==> config.mk <==
export PLATFORM = sky130hd
export DESIGN_NAME = eeprom_host
export DESIGN_NICKNAME = d
export VERILOG_FILES = /design/src/rtl/eeprom_host_pkg.sv /design/src/rtl/eeprom_host.sv /design/src/rtl/page_buffer.sv
export SDC_FILE = /design/constraint.sdc
export NUM_CORES = 1
export LEC_CHECK = 0
export BUFFER_PORTS_ARGS = -buffer_cell sky130_fd_sc_hd__buf_4
export CAP_MARGIN = 20
export CORE_MARGIN = 2
export CORE_UTILIZATION = 60
export CTS_BUF_LIST = sky130_fd_sc_hd__clkbuf_4 sky130_fd_sc_hd__clkbuf_8 sky130_fd_sc_hd__clkbuf_16
export DETAILED_ROUTE_END_ITERATION = 12
export PLACE_DENSITY_LB_ADDON = 0.08
export REMOVE_ABC_BUFFERS = 1
export SYNTH_ARGS = -nofsm -noshare
export SYNTH_HDL_FRONTEND = slang
export SYNTH_HIERARCHICAL = 1
export SYNTH_SLANG_ARGS = --single-unit
==> constraint.sdc <==
create_clock -name clk -period 3.8 [get_ports clk]
set_input_delay 0.38 -clock clk [delete_from_list [all_inputs] [get_ports clk]]
set_output_delay 0.38 -clock clk [all_outputs]
set_load 0.01 [all_outputs]
==> src/rtl/eeprom_host_pkg.sv <==
// Package: constants and types for the parallel EEPROM host controller
package eeprom_host_pkg;
  localparam int CLK_NS = 4;
  localparam int ADDR_W = 15;
  localparam int DATA_W = 8;
  localparam int PAGE_BYTES = 64;
  localparam int SLOT_W = 6;
  // Bus timing, nanoseconds, microseconds or milliseconds as printed
  localparam int WRITE_PULSE_NS = 100;
  localparam int WRITE_HIGH_NS = 50;
  localparam int ADDR_HOLD_NS = 50;
  localparam int READ_ACCESS_NS = 120;
  localparam int OE_HIGH_PULSE_NS = 150;
  localparam int SETUP_US = 5;
  localparam int ERASE_MS = 10;
  localparam int POWER_DELAY_MS = 5;
  localparam int WRITE_CYCLE_MS = 10;
  // Cycle counts; least times round up
  localparam int WRITE_PULSE_CYC = (WRITE_PULSE_NS + CLK_NS - 1) / CLK_NS;
  localparam int WRITE_HIGH_CYC = (WRITE_HIGH_NS + CLK_NS - 1) / CLK_NS;
  localparam int ADDR_HOLD_CYC = (ADDR_HOLD_NS + CLK_NS - 1) / CLK_NS;
  localparam int READ_CYC = (READ_ACCESS_NS + CLK_NS - 1) / CLK_NS;
  localparam int OE_HIGH_CYC = (OE_HIGH_PULSE_NS + CLK_NS - 1) / CLK_NS;
  localparam int SETUP_CYC = (SETUP_US * 1000 + CLK_NS - 1) / CLK_NS;
  localparam int ERASE_CYC = (ERASE_MS * 1000000 + CLK_NS - 1) / CLK_NS;
  localparam int POWER_CYC = (POWER_DELAY_MS * 1000000 + CLK_NS - 1) / CLK_NS;
  localparam int WRITE_CYCLE_CYC = WRITE_CYCLE_MS * 1000000 / CLK_NS;
  localparam int CNT_W = 24;
  localparam logic [CNT_W-1:0] CNT_ZERO = 24'h000000;
  localparam logic [CNT_W-1:0] CNT_ONE = 24'h000001;
  // Identification row base
  localparam logic [ADDR_W-1:0] ID_ROW_BASE = 15'h7fc0;
  // Command sequence defaults (three address/data pairs, six for disable)
  localparam logic [ADDR_W-1:0] CMD_ADDR_A = 15'h5555;
  localparam logic [ADDR_W-1:0] CMD_ADDR_B = 15'h2aaa;
  localparam logic [DATA_W-1:0] CMD_DATA_A = 8'haa;
  localparam logic [DATA_W-1:0] CMD_DATA_B = 8'h55;
  localparam logic [DATA_W-1:0] CMD_DATA_UNLOCK = 8'ha0;
  localparam logic [DATA_W-1:0] CMD_DATA_DIS3 = 8'h80;
  localparam logic [DATA_W-1:0] CMD_DATA_DIS6 = 8'h20;
  localparam int POLL_BIT = 7;
  localparam int TOGGLE_BIT = 6;
  localparam int ID_BIT = 9;
  localparam int SLOT_IDX_W = 3;
  // Requested operation
  typedef enum logic [2:0] {
    OP_READ, OP_PAGE_WRITE, OP_PROTECT_ON, OP_PROTECT_OFF, OP_ERASE
  } op_t;
  // Command-prefix kind
  typedef enum logic [1:0] {PFX_NONE, PFX_UNLOCK, PFX_ENABLE, PFX_DISABLE} pfx_t;
endpackage : eeprom_host_pkg

==> src/rtl/eeprom_host.sv <==
// Host controller that drives a paged parallel EEPROM through its pins
`timescale 1ns/1ns
module eeprom_host #(
  parameter int unsigned POWER_CYCLES = eeprom_host_pkg::POWER_CYC,
  parameter int unsigned WRITE_CYCLE_CYCLES = eeprom_host_pkg::WRITE_CYCLE_CYC,
  parameter int unsigned ERASE_CYCLES = eeprom_host_pkg::ERASE_CYC,
  parameter int unsigned SETUP_CYCLES = eeprom_host_pkg::SETUP_CYC,
  parameter logic [eeprom_host_pkg::ADDR_W-1:0] CMD_A = eeprom_host_pkg::CMD_ADDR_A,
  parameter logic [eeprom_host_pkg::ADDR_W-1:0] CMD_B = eeprom_host_pkg::CMD_ADDR_B,
  parameter logic [eeprom_host_pkg::DATA_W-1:0] DAT_A = eeprom_host_pkg::CMD_DATA_A,
  parameter logic [eeprom_host_pkg::DATA_W-1:0] DAT_B = eeprom_host_pkg::CMD_DATA_B,
  parameter logic [eeprom_host_pkg::DATA_W-1:0] DAT_UNLOCK = eeprom_host_pkg::CMD_DATA_UNLOCK,
  parameter logic [eeprom_host_pkg::DATA_W-1:0] DAT_DIS3 = eeprom_host_pkg::CMD_DATA_DIS3,
  parameter logic [eeprom_host_pkg::DATA_W-1:0] DAT_DIS6 = eeprom_host_pkg::CMD_DATA_DIS6
) (
  input wire logic clk,
  input wire logic rst_b,
  input wire logic clkEn,
  input wire logic powerGood,
  input wire logic reqValid,
  output logic reqReady,
  input wire eeprom_host_pkg::op_t reqOp,
  input wire logic reqProtected,
  input wire logic reqIdRow,
  input wire logic [eeprom_host_pkg::ADDR_W-1:0] reqAddr,
  input wire logic [eeprom_host_pkg::SLOT_W:0] reqCount,
  input wire logic loadValid,
  input wire logic [eeprom_host_pkg::SLOT_W-1:0] loadSlot,
  input wire logic [eeprom_host_pkg::DATA_W-1:0] loadData,
  output logic doneValid,
  output logic [eeprom_host_pkg::DATA_W-1:0] doneData,
  output logic doneTimeout,
  output logic [eeprom_host_pkg::ADDR_W-1:0] memAddr,
  output logic memCe_b,
  output logic memOe_b,
  output logic memWe_b,
  output logic idHighVolt,
  output logic eraseHighVolt,
  output logic [eeprom_host_pkg::DATA_W-1:0] memDataOut,
  output logic memDataOe,
  input wire logic [eeprom_host_pkg::DATA_W-1:0] memDataIn
);
  import eeprom_host_pkg::*;

  typedef enum {
    S_POWER, S_IDLE, S_LOAD, S_SETUP, S_STROBE, S_RECOVER, S_READ, S_GATE_HIGH, S_POLL,
    S_ERASE, S_DONE
  } state_t;

  state_t state_reg, state_next;
  logic [CNT_W-1:0] cnt_reg, cnt_next;
  logic [CNT_W-1:0] busy_reg, busy_next;
  logic [1:0] cmdIdx_reg, cmdIdx_next;
  logic [SLOT_W:0] byteIdx_reg, byteIdx_next;
  logic [SLOT_W:0] count_reg;
  op_t op_reg;
  pfx_t pfx_reg;
  logic idRow_reg;
  logic [ADDR_W-1:0] page_reg;
  logic [DATA_W-1:0] lastRead_reg, prevRead_reg;
  logic polled_reg, polledTwice_reg;
  logic [1:0] pgSync_reg;
  logic [DATA_W-1:0] dinMeta_reg, dinSync_reg;

  // Input pins pass two flip-flops
  always_ff @(posedge clk) begin
    if (!rst_b) begin
      pgSync_reg <= 2'b00;
      dinMeta_reg <= '0;
      dinSync_reg <= '0;
    end else if (clkEn) begin
      pgSync_reg <= {pgSync_reg[0], powerGood};
      dinMeta_reg <= memDataIn;
      dinSync_reg <= dinMeta_reg;
    end
  end
  wire pwrOk = pgSync_reg[1];

  // Page buffer holding bytes to write
  wire bufWr = (state_reg == S_LOAD) && loadValid;
  wire [SLOT_W-1:0] bufRdSlot = SLOT_W'(page_reg[SLOT_W-1:0] + byteIdx_reg[SLOT_W-1:0]);
  wire [DATA_W-1:0] bufData;
  wire bufLoaded;
  page_buffer u_buf (
    .clk(clk), .rst_b(rst_b), .clkEn(clkEn), .wrEn(bufWr), .wrSlot(loadSlot),
    .wrData(loadData), .clearMask(state_reg == S_IDLE), .rdSlot(bufRdSlot),
    .rdData(bufData), .rdLoaded(bufLoaded)
  );

  // Prefix selection from the requested operation
  wire disLong = (pfx_reg == PFX_DISABLE);
  logic [2:0] cmdStep_reg, cmdStep_next;
  wire [2:0] cmdTotal = disLong ? 3'd6 : 3'd3;
  wire cmdActive = (pfx_reg != PFX_NONE) && (cmdStep_reg != cmdTotal);
  wire [ADDR_W-1:0] cmdAddr = (cmdStep_reg == 3'd1 || cmdStep_reg == 3'd4) ? CMD_B : CMD_A;
  wire [DATA_W-1:0] cmdData =
      (cmdStep_reg == 3'd1 || cmdStep_reg == 3'd4) ? DAT_B :
      (cmdStep_reg == 3'd0 || cmdStep_reg == 3'd3) ? DAT_A :
      (cmdStep_reg == 3'd2) ? (pfx_reg == PFX_UNLOCK ? DAT_UNLOCK :
                               disLong ? DAT_DIS3 : DAT_UNLOCK) : DAT_DIS6;
  // Page address stays from first to last strobe; low bits pick slot
  wire [ADDR_W-1:0] dataAddr = {page_reg[ADDR_W-1:SLOT_W], bufRdSlot};
  wire lastByte = (byteIdx_reg + 1'b1) >= count_reg;
  // Done once two reads in a row agree on the toggle and polled bits
  wire toggleStill = (lastRead_reg[TOGGLE_BIT] == prevRead_reg[TOGGLE_BIT]);
  wire pollDone = polledTwice_reg && toggleStill
      && (lastRead_reg[POLL_BIT] == prevRead_reg[POLL_BIT]);

  // Next-state logic
  always_comb begin
    state_next = state_reg;
    cnt_next = (cnt_reg == CNT_ZERO) ? CNT_ZERO : cnt_reg - CNT_ONE;
    busy_next = (busy_reg == CNT_ZERO) ? CNT_ZERO : busy_reg - CNT_ONE;
    cmdIdx_next = cmdIdx_reg;
    cmdStep_next = cmdStep_reg;
    byteIdx_next = byteIdx_reg;
    case (state_reg)
      S_POWER: if (pwrOk && cnt_reg == CNT_ZERO) state_next = S_IDLE;
      S_IDLE: if (reqValid) begin
        cmdStep_next = 3'd0;
        byteIdx_next = '0;
        state_next = (reqOp == OP_PAGE_WRITE) ? S_LOAD :
                     (reqOp == OP_ERASE) ? S_ERASE : (reqOp == OP_READ) ? S_READ : S_SETUP;
        cnt_next = (reqOp == OP_ERASE) ? CNT_ZERO + SETUP_CYCLES[CNT_W-1:0] :
                   CNT_ZERO + READ_CYC[CNT_W-1:0];
      end
      S_LOAD: if (!loadValid) state_next = S_SETUP;
      S_SETUP: begin
        state_next = S_STROBE;
        cnt_next = CNT_ZERO + WRITE_PULSE_CYC[CNT_W-1:0];
      end
      S_STROBE: if (cnt_reg == CNT_ZERO) begin
        state_next = S_RECOVER;
        cnt_next = CNT_ZERO + WRITE_HIGH_CYC[CNT_W-1:0] + ADDR_HOLD_CYC[CNT_W-1:0];
      end
      S_RECOVER: if (cnt_reg == CNT_ZERO) begin
        if (cmdActive) cmdStep_next = cmdStep_reg + 3'd1;
        else byteIdx_next = byteIdx_reg + 1'b1;
        if (!cmdActive && lastByte || cmdActive && cmdStep_reg + 3'd1 == cmdTotal
            && count_reg == '0) begin
          state_next = S_READ;
          busy_next = CNT_ZERO + WRITE_CYCLE_CYCLES[CNT_W-1:0];
          cnt_next = CNT_ZERO + READ_CYC[CNT_W-1:0];
        end else state_next = S_SETUP;
      end
      S_READ: if (cnt_reg == CNT_ZERO) begin
        state_next = S_GATE_HIGH;
        cnt_next = CNT_ZERO + OE_HIGH_CYC[CNT_W-1:0];
      end
      S_GATE_HIGH: if (cnt_reg == CNT_ZERO) begin
        if (op_reg == OP_READ) state_next = S_DONE;
        else if (pollDone) state_next = S_DONE;
        else if (busy_reg == CNT_ZERO && polled_reg) state_next = S_DONE;
        else begin
          state_next = S_READ;
          cnt_next = CNT_ZERO + READ_CYC[CNT_W-1:0];
        end
      end
      S_ERASE: if (cnt_reg == CNT_ZERO) begin
        if (cmdIdx_reg == 2'd2) state_next = S_DONE;
        else begin
          cmdIdx_next = cmdIdx_reg + 2'd1;
          cnt_next = (cmdIdx_reg == 2'd0) ? CNT_ZERO + ERASE_CYCLES[CNT_W-1:0] :
                     CNT_ZERO + SETUP_CYCLES[CNT_W-1:0];
        end
      end
      S_DONE: state_next = S_IDLE;
      default: state_next = S_IDLE;
    endcase
  end

  // Request capture and sequence state
  always_ff @(posedge clk) begin
    if (!rst_b) begin
      state_reg <= S_POWER;
      cnt_reg <= CNT_ZERO + POWER_CYCLES[CNT_W-1:0];
      busy_reg <= CNT_ZERO;
      cmdIdx_reg <= 2'd0;
      cmdStep_reg <= 3'd0;
      byteIdx_reg <= '0;
      count_reg <= '0;
      op_reg <= OP_READ;
      pfx_reg <= PFX_NONE;
      idRow_reg <= 1'b0;
      page_reg <= '0;
    end else if (clkEn) begin
      state_reg <= state_next;
      cnt_reg <= (state_reg == S_POWER && !pwrOk) ? CNT_ZERO + POWER_CYCLES[CNT_W-1:0]
                                                   : cnt_next;
      busy_reg <= busy_next;
      cmdIdx_reg <= (state_reg == S_IDLE) ? 2'd0 : cmdIdx_next;
      cmdStep_reg <= cmdStep_next;
      byteIdx_reg <= byteIdx_next;
      if (state_reg == S_IDLE && reqValid) begin
        op_reg <= reqOp;
        idRow_reg <= reqIdRow;
        page_reg <= reqIdRow ? (ID_ROW_BASE | reqAddr) : reqAddr;
        count_reg <= (reqOp == OP_PAGE_WRITE) ? reqCount : '0;
        pfx_reg <= (reqOp == OP_PROTECT_ON) ? PFX_ENABLE :
                   (reqOp == OP_PROTECT_OFF) ? PFX_DISABLE :
                   (reqOp == OP_PAGE_WRITE && reqProtected) ? PFX_UNLOCK : PFX_NONE;
      end
    end
  end

  // Poll bookkeeping: keep the last two reads of this operation
  always_ff @(posedge clk) begin
    if (!rst_b) begin
      lastRead_reg <= '0;
      prevRead_reg <= '0;
      polled_reg <= 1'b0;
      polledTwice_reg <= 1'b0;
    end else if (clkEn) begin
      if (state_reg == S_IDLE) begin
        polled_reg <= 1'b0;
        polledTwice_reg <= 1'b0;
      end else if (state_reg == S_READ && cnt_reg == CNT_ZERO) begin
        prevRead_reg <= lastRead_reg;
        lastRead_reg <= dinSync_reg;
        polled_reg <= 1'b1;
        polledTwice_reg <= polled_reg;
      end
    end
  end

  // Pin drive, all registered
  wire writing = (state_reg == S_STROBE) && (cmdActive || bufLoaded); // Unloaded slot: no strobe
  wire reading = (state_reg == S_READ);
  wire erasing = (state_reg == S_ERASE) && (cmdIdx_reg == 2'd1);
  always_ff @(posedge clk) begin
    if (!rst_b) begin
      memAddr <= '0;
      memCe_b <= 1'b1;
      memOe_b <= 1'b1;
      memWe_b <= 1'b1;
      idHighVolt <= 1'b0;
      eraseHighVolt <= 1'b0;
      memDataOut <= '0;
      memDataOe <= 1'b0;
      reqReady <= 1'b0;
      doneValid <= 1'b0;
      doneData <= '0;
      doneTimeout <= 1'b0;
    end else if (clkEn) begin
      memAddr <= cmdActive ? cmdAddr : (pfx_reg == PFX_NONE || state_reg == S_READ ||
                 state_reg == S_GATE_HIGH) ? (op_reg == OP_READ ? page_reg : dataAddr)
                 : dataAddr;
      memCe_b <= !(writing || reading || state_reg == S_SETUP || state_reg == S_ERASE);
      memOe_b <= !reading;
      memWe_b <= !(writing || erasing);
      idHighVolt <= idRow_reg && state_reg != S_IDLE && state_reg != S_POWER;
      eraseHighVolt <= (state_reg == S_ERASE);
      memDataOut <= cmdActive ? cmdData : bufData;
      memDataOe <= writing || state_reg == S_SETUP;
      reqReady <= (state_next == S_IDLE);
      doneValid <= (state_reg == S_DONE);
      if (state_reg == S_GATE_HIGH && cnt_reg == CNT_ZERO) begin
        doneData <= lastRead_reg;
        doneTimeout <= !pollDone && op_reg != OP_READ;
      end
    end
  end

  // Pin protocol assertions and covers on strobes, gates, power, done and ready
  a_strobe_width: assert property (@(posedge clk) disable iff (!rst_b)
    $fell(memWe_b) && !eraseHighVolt |-> !memWe_b[*8]) else $error("strobe too short");
  a_write_gate: assert property (@(posedge clk) disable iff (!rst_b)
    !memWe_b |-> memOe_b && !memCe_b) else $error("write with gate low");
  a_power_block: assert property (@(posedge clk) disable iff (!rst_b)
    !pwrOk |=> memWe_b) else $error("write before power good");
  a_no_contend: assert property (@(posedge clk) disable iff (!rst_b)
    !memOe_b |-> !memDataOe) else $error("bus contention");
  a_done_pulse: assert property (@(posedge clk) disable iff (!rst_b)
    doneValid && clkEn |=> !doneValid) else $error("done not a pulse");
  a_erase_hv: assert property (@(posedge clk) disable iff (!rst_b)
    !memWe_b && eraseHighVolt |-> !memCe_b) else $error("erase without select");
  a_ready_idle: assert property (@(posedge clk) disable iff (!rst_b)
    reqReady |-> memWe_b && memOe_b) else $error("ready while busy");
  a_read_gate: assert property (@(posedge clk) disable iff (!rst_b)
    $fell(memOe_b) |-> !memCe_b && memWe_b) else $error("bad read gate");
  c_write: cover property (@(posedge clk) $fell(memWe_b) && !eraseHighVolt);
  c_erase: cover property (@(posedge clk) $rose(eraseHighVolt));
  c_done: cover property (@(posedge clk) doneValid && !doneTimeout);
endmodule : eeprom_host

==> src/rtl/page_buffer.sv <==
// Page buffer: 64 bytes with a load-mask and registered read
`timescale 1ns/1ns
module page_buffer (
  input wire logic clk,
  input wire logic rst_b,
  input wire logic clkEn,
  input wire logic wrEn,
  input wire logic [eeprom_host_pkg::SLOT_W-1:0] wrSlot,
  input wire logic [eeprom_host_pkg::DATA_W-1:0] wrData,
  input wire logic clearMask,
  input wire logic [eeprom_host_pkg::SLOT_W-1:0] rdSlot,
  output logic [eeprom_host_pkg::DATA_W-1:0] rdData,
  output logic rdLoaded
);
  import eeprom_host_pkg::*;
  logic [DATA_W-1:0] mem [PAGE_BYTES];
  logic [PAGE_BYTES-1:0] loadMask_reg;
  // Storage and registered read port
  always_ff @(posedge clk) begin
    if (clkEn) begin
      if (wrEn) mem[wrSlot] <= wrData;
      rdData <= mem[rdSlot];
    end
  end
  // Marks which slots hold data for this page
  always_ff @(posedge clk) begin
    if (!rst_b) begin
      loadMask_reg <= '0;
      rdLoaded <= 1'b0;
    end else if (clkEn) begin
      if (clearMask) loadMask_reg <= '0;
      else if (wrEn) loadMask_reg[wrSlot] <= 1'b1;
      rdLoaded <= loadMask_reg[rdSlot];
    end
  end
endmodule : page_buffer

# After elaboration in Yosys (flattened, before gate mapping)
# Memories as Yosys holds them, arrays and structs flattened. A register that Yosys moved wholly into a read port is not among the register bits.
# Index checks and enable logic that the tools add are counted.
[totals]
inputBits = 55
ramBits = 512
register_bits = 261
word_cells = 225
n_memories = 1
[mem_list]
columns = ["memory", "words", "width", "rd", "rd_ports_with_merged_regs", "wr", "line_no", "text"]
rows = [
  ["u_buf.mem", 64, 8, 1, 1, 1, "page_buffer.sv:16", "logic [DATA_W-1:0] mem [PAGE_BYTES];"],
]
[classes]
eq_ne = 39
order_cmp = 4
mux = 78
n_addsub = 6
n_reduce_logical = 63
bitwise = 2
[ops]
columns = ["operator", "count"]
rows = [
  ["$mux W24", 17],
  ["$mux W32", 9],
  ["$pmux W32 S9", 1],
  ["$eq A32 B3 Y1 const B", 6],
  ["$pmux W24 S7", 1],
  ["$eq A32 B2 Y1 const B", 4],
  ["$eq A32 B4 Y1 const B", 4],
  ["$mux W64", 2],
  ["$eq A32 B5 Y1 const B", 2],
  ["$logic_not A32 Y1", 2],
  ["$or A64 B64 Y64", 1],
  ["$logic_not A24 Y1", 2],
  ["$sub A24 B1 Y24 const B", 2],
  ["$mux W15", 3],
  ["$eq A32 B1 Y1 const B", 1],
  ["$mux W8", 4],
  ["$ne A32 B2 Y1 const B", 1],
  ["$reduce_bool A32 Y1", 1],
  ["$mux W7", 4],
  ["$mux W6", 4],
  ["$mux W22", 1],
  ["$logic_and A1 B1 Y1", 20],
  ["$mux W4", 5],
  ["$mux W3", 6],
  ["other kinds (36)", 89],
]

# Depth between registers and ports, before layout
[depth]
ltp_word = 11
ltp_mapped = 14
depth_no_buf = 12

# Cells and area by module
# Netlist, hierarchy kept.
[modules_own_cells]
columns = ["mod", "seq_area_each_um2", "cells_per_inst", "area_per_inst_um2", "instances"]
rows = [
  ["page_buffer", 16916.2, 1105, 22564.1, 1],
  ["eeprom_host", 3803.6, 1159, 9504.1, 1],
]

# Worst setup path before layout
# Ideal clock, no wire load.
[synth_path]
path_type = "register to register"
start = "register byteIdx_reg[0]"
end = "register u_buf/rdData[0] (netlist bit) (read register of u_buf.mem) (data pin)"
setup_ns = 0.272
t_required_ns = 3.528
path_stages_with_launch = 11
path_slack_ns = 0.423
arrival_ns = 3.105
path_cell_list = "dfxtp_1 ha_1 inv_1 fa_1 inv_1 clkbuf_1 buf_2 buf_1 mux4_2 mux4_2 mux4_2"
[synth_between]
elab_chain_len = 1
[synth_lines]
columns = ["item", "line_no", "text"]
rows = [
  ["from (decl)", "eeprom_host.sv:54", "logic [SLOT_W:0] byteIdx_reg, byteIdx_next;"],
  ["from (signal assigned)", "eeprom_host.sv:193", "byteIdx_reg <= byteIdx_next;"],
  ["$add A6 B6 Y6", "eeprom_host.sv:81", "wire [SLOT_W-1:0] bufRdSlot = SLOT_W'(page_reg[SLOT_W-1:0] + byteIdx_reg[SLOT_W-1:0]);"],
  ["via bufRdSlot[1]", "eeprom_host.sv:81", ""],
  ["to (decl)", "page_buffer.sv:12", "output logic [eeprom_host_pkg::DATA_W-1:0] rdData,"],
]
# The timed path passes the listed nets, and every way through them passes these cells.
# A chain may end at the register's enable or synchronous reset.

# Worst setup path in the final report
[layout_path]
start = "register byteIdx_reg[0]"
end = "register u_buf/rdData[1] (netlist bit) (read register of u_buf.mem) (data pin)"
# The elaborated chain is that of the path after synthesis.

==> results.yml <==
run_status:
  status: "finished clean"
setup_path:
  cp_max_fo: 26
  slowest_stage: "dfxtp_1"
  end_kind: "flop"
  cp-start-kind: "flop"
  crit_type: "flop to flop"
  r2r-start: "byteIdx_reg[0]"
  path_delay_family: "multiplexers"
  slowest_delay_ps: 490
  crit_path_start: "byteIdx_reg[0]"
  arrival_ps: 4060
  timing.critical_path.cells: "ha_4, inv_1, fa_1, bufinv_8, buf_12, buf_12, buf_4, mux4_2, mux4_2, mux2i_1, o21ai_0"
  cp.depth: 11
  required_ps: 4150
  critPathBufInv: 5
  reg2reg_depth: 11
cts:
  cts_buffer_depth: 3
  numCtsBuffers: 78
  clk-insertion-delay-late_ps: 620
  cts.sinks: 775
  cts_root_buffer: "clkbuf_16"
  cts_tree: "done"
  post_cts_buffers: 0
  htree_levels: 3
  clkTransAtPathRegs_ps: 60
final_layout:
  mostFrequentLayoutCell: "edfxtp_1"
  final_cell_mix: "edfxtp_1, nor2_1, dfxtp_1"
  nNetsFinal: 2525
  fill_cells: 3510
  largest_reg_flops: 512
  area_growth_pct: 15.2
  num_antenna_cells: 0
  drive_gt1_frac: 0.240
power_and_ir_drop:
  ir_worst_vdd_v: 0.000587
  power.internal_mw: 14.2
  cellPowerDensity_nw_per_um2: 503
  p_comb_frac: 0.087
  seq_power_share: 0.499
  switching_share: 0.234
  switching_power_mw: 4.34
  clockPowerShare: 0.415
  leakage_nw: 12.6
min_path:
  min_path_type: "input pin to flop"
  worstHoldStart: "memDataIn[6]"
  whs_path_depth: 3
timing:
  rsz0062_at_grt: "no"
  maxSlewViolCount: 0
  relSlewSlack: 0.308
  maxClockFrequency_mhz: 270
  fin_crit_sh: 0.974
  fin_crit_ps: 3700
  fin_skew_ps: 17.2
  setup_violations: 0
  worstMarginPinSlew_ps: 1040
  finalSetupTns_ps: 0
  holdWs_ps: 18.6
  hold_viol_final: 0
yosys:
  netlist_instances: 2264
  ys_async_sr_fraction: 0
  synth_warnings: 6
  synth.area.top_cells: "edfxtp_1, dfxtp_1, mux4_2"
  synth_ff_type: "edfxtp_1"
  synth_edf_count: 520
  synth.distinct_cells: 85
  yosysTopAreaCell: "edfxtp_1"
  synth-seq-area-share: 0.646
  synth_top_area_frac: 0.487
  synth.cell_area_um2: 32100
  synth_seq_cells: 775
  syn_avg_cell_area_um2: 14.2
placed_design:
  portBuffers: 94
  hpwlAfterDp_um: 50200
  gp_congestion: 0.911
detailed_routing:
  drt_iter0_markers: 1990
  vias_per_cell: 6.33
  dr.pass1.iters: 5
  routed_wl_um: 78100
  drc: 0
  via_count: 20227
  avgRoutedWirePerCell_um: 24.4
  ant_nets: 0
grt:
  grt_util_all_layers: 0.282
  grt_pass1_wl_um: 120000
  grt_start_max_net_pins: 96
  grt_overflow_total: 0
  antenna_found_initial: 1
  grt_pass1_vias: 20019
floorplan:
  die_h_um: 235
  num_rows: 84
  core_um2: 52700
  initial_core_util: 0.609
  die_x_um: 235
  io_pins: 95
  fp.dieArea_um2: 55300
job:
  maxCapViolCount: 0
## path summary, 6_finish.rpt
| path | to | slack, ps |
|---|---|---|
| worst max-delay path | u_buf/rdData[1] | 100 |
| worst min-delay path | dinMeta_reg[6] | 20 |
| worst max register to register | u_buf/rdData[1] | 100 |
| worst min register to register | op_reg[1] | 460 |
## worst reg2reg max path, stage by stage, from the launching register on
cell      delay [ps]
dfxtp_1          490
ha_4             190
inv_1             50
fa_1             450
bufinv_8         370
buf_12           240
buf_12           180
buf_4            180
mux4_2           300
mux4_2           470
mux2i_1          390
o21ai_0          150
## power by group through the flow
stage	Clock, mW	Sequential, mW	Combinational, mW
final	7.71	9.27	1.61
after detailed placement	0	9.45	1.58
after global placement	0	9.44	1.53
after floorplan	0	9.41	1.04
after CTS	7.83	9.26	1.60
after global routing	8.12	9.29	1.77
## repair_timing
action,4_1_cts,5_1_grt
endpoints found under the hold margin,8,0
hold buffers,8,0
resized for setup,2,4
setup endpoints to repair,2,3
## layer usage
metal  track usage  part of all wire  routed length (um)
met5             0           0.00017                  13
met4        0.0919             0.033                2560
met3        0.0449             0.065                5050
met2         0.469              0.50               38900
met1         0.384              0.40               31600
## synthesized netlist by cell type (32+ instances only)
library cell and n:
clkbuf_1 94, inv_1 36, o21ai_0 74, and3_1 40, dfxtp_1 255, edfxtp_1 520
nand2_1 133, mux2i_1 48, a21oi_1 153, nor3_1 53, nand3_1 32, nor2_1 266
mux4_2 177
## cells by family (layout without fill, tap and decap cells)
family          count (synthesis)  in the layout  share of synthesized area
flops                         775            775                      0.646
simple gates                  666            666                      0.101
compound gates                363            363                     0.0702
mux                           237            237                      0.144
buf+inv                       180            421                     0.0238
fa+ha+maj                      25             25                    0.00999
xor+xnor                       18             18                    0.00492
## stage by stage
| step | instance area [um2] | setup slack (ps) | cells | total power, mW | util |
|---|---|---|---|---|---|
| final | 36900 | 99.1 | 3193 | 18.6 | 0.702 |
| after global routing | 36900 | 7.93 | 3193 | 19.2 | 0.702 |
| after CTS | 36900 | 51.9 | 3193 | 18.7 | 0.701 |
| after detailed placement | 34300 | -18.5 | 3045 | 11.0 | 0.651 |
| after global placement | 34300 | 8.49 | 3045 | 11.0 | 0.651 |
| after floorplan | 31500 | -3750 | 2123 | 10.5 | - |
## final cells by class
class	count	area (um2)	area share
repair buffers	242	1990	0.0538
multi-input cells	1309	10600	0.288
clock inverters	39	404	0.0109
well taps	688	861	0.0233
clock buffers	101	2170	0.0587
flip-flops and latches	775	20700	0.561
inverters	39	161	0.00437
Note: power is estimated with default switching activity, not from simulation.
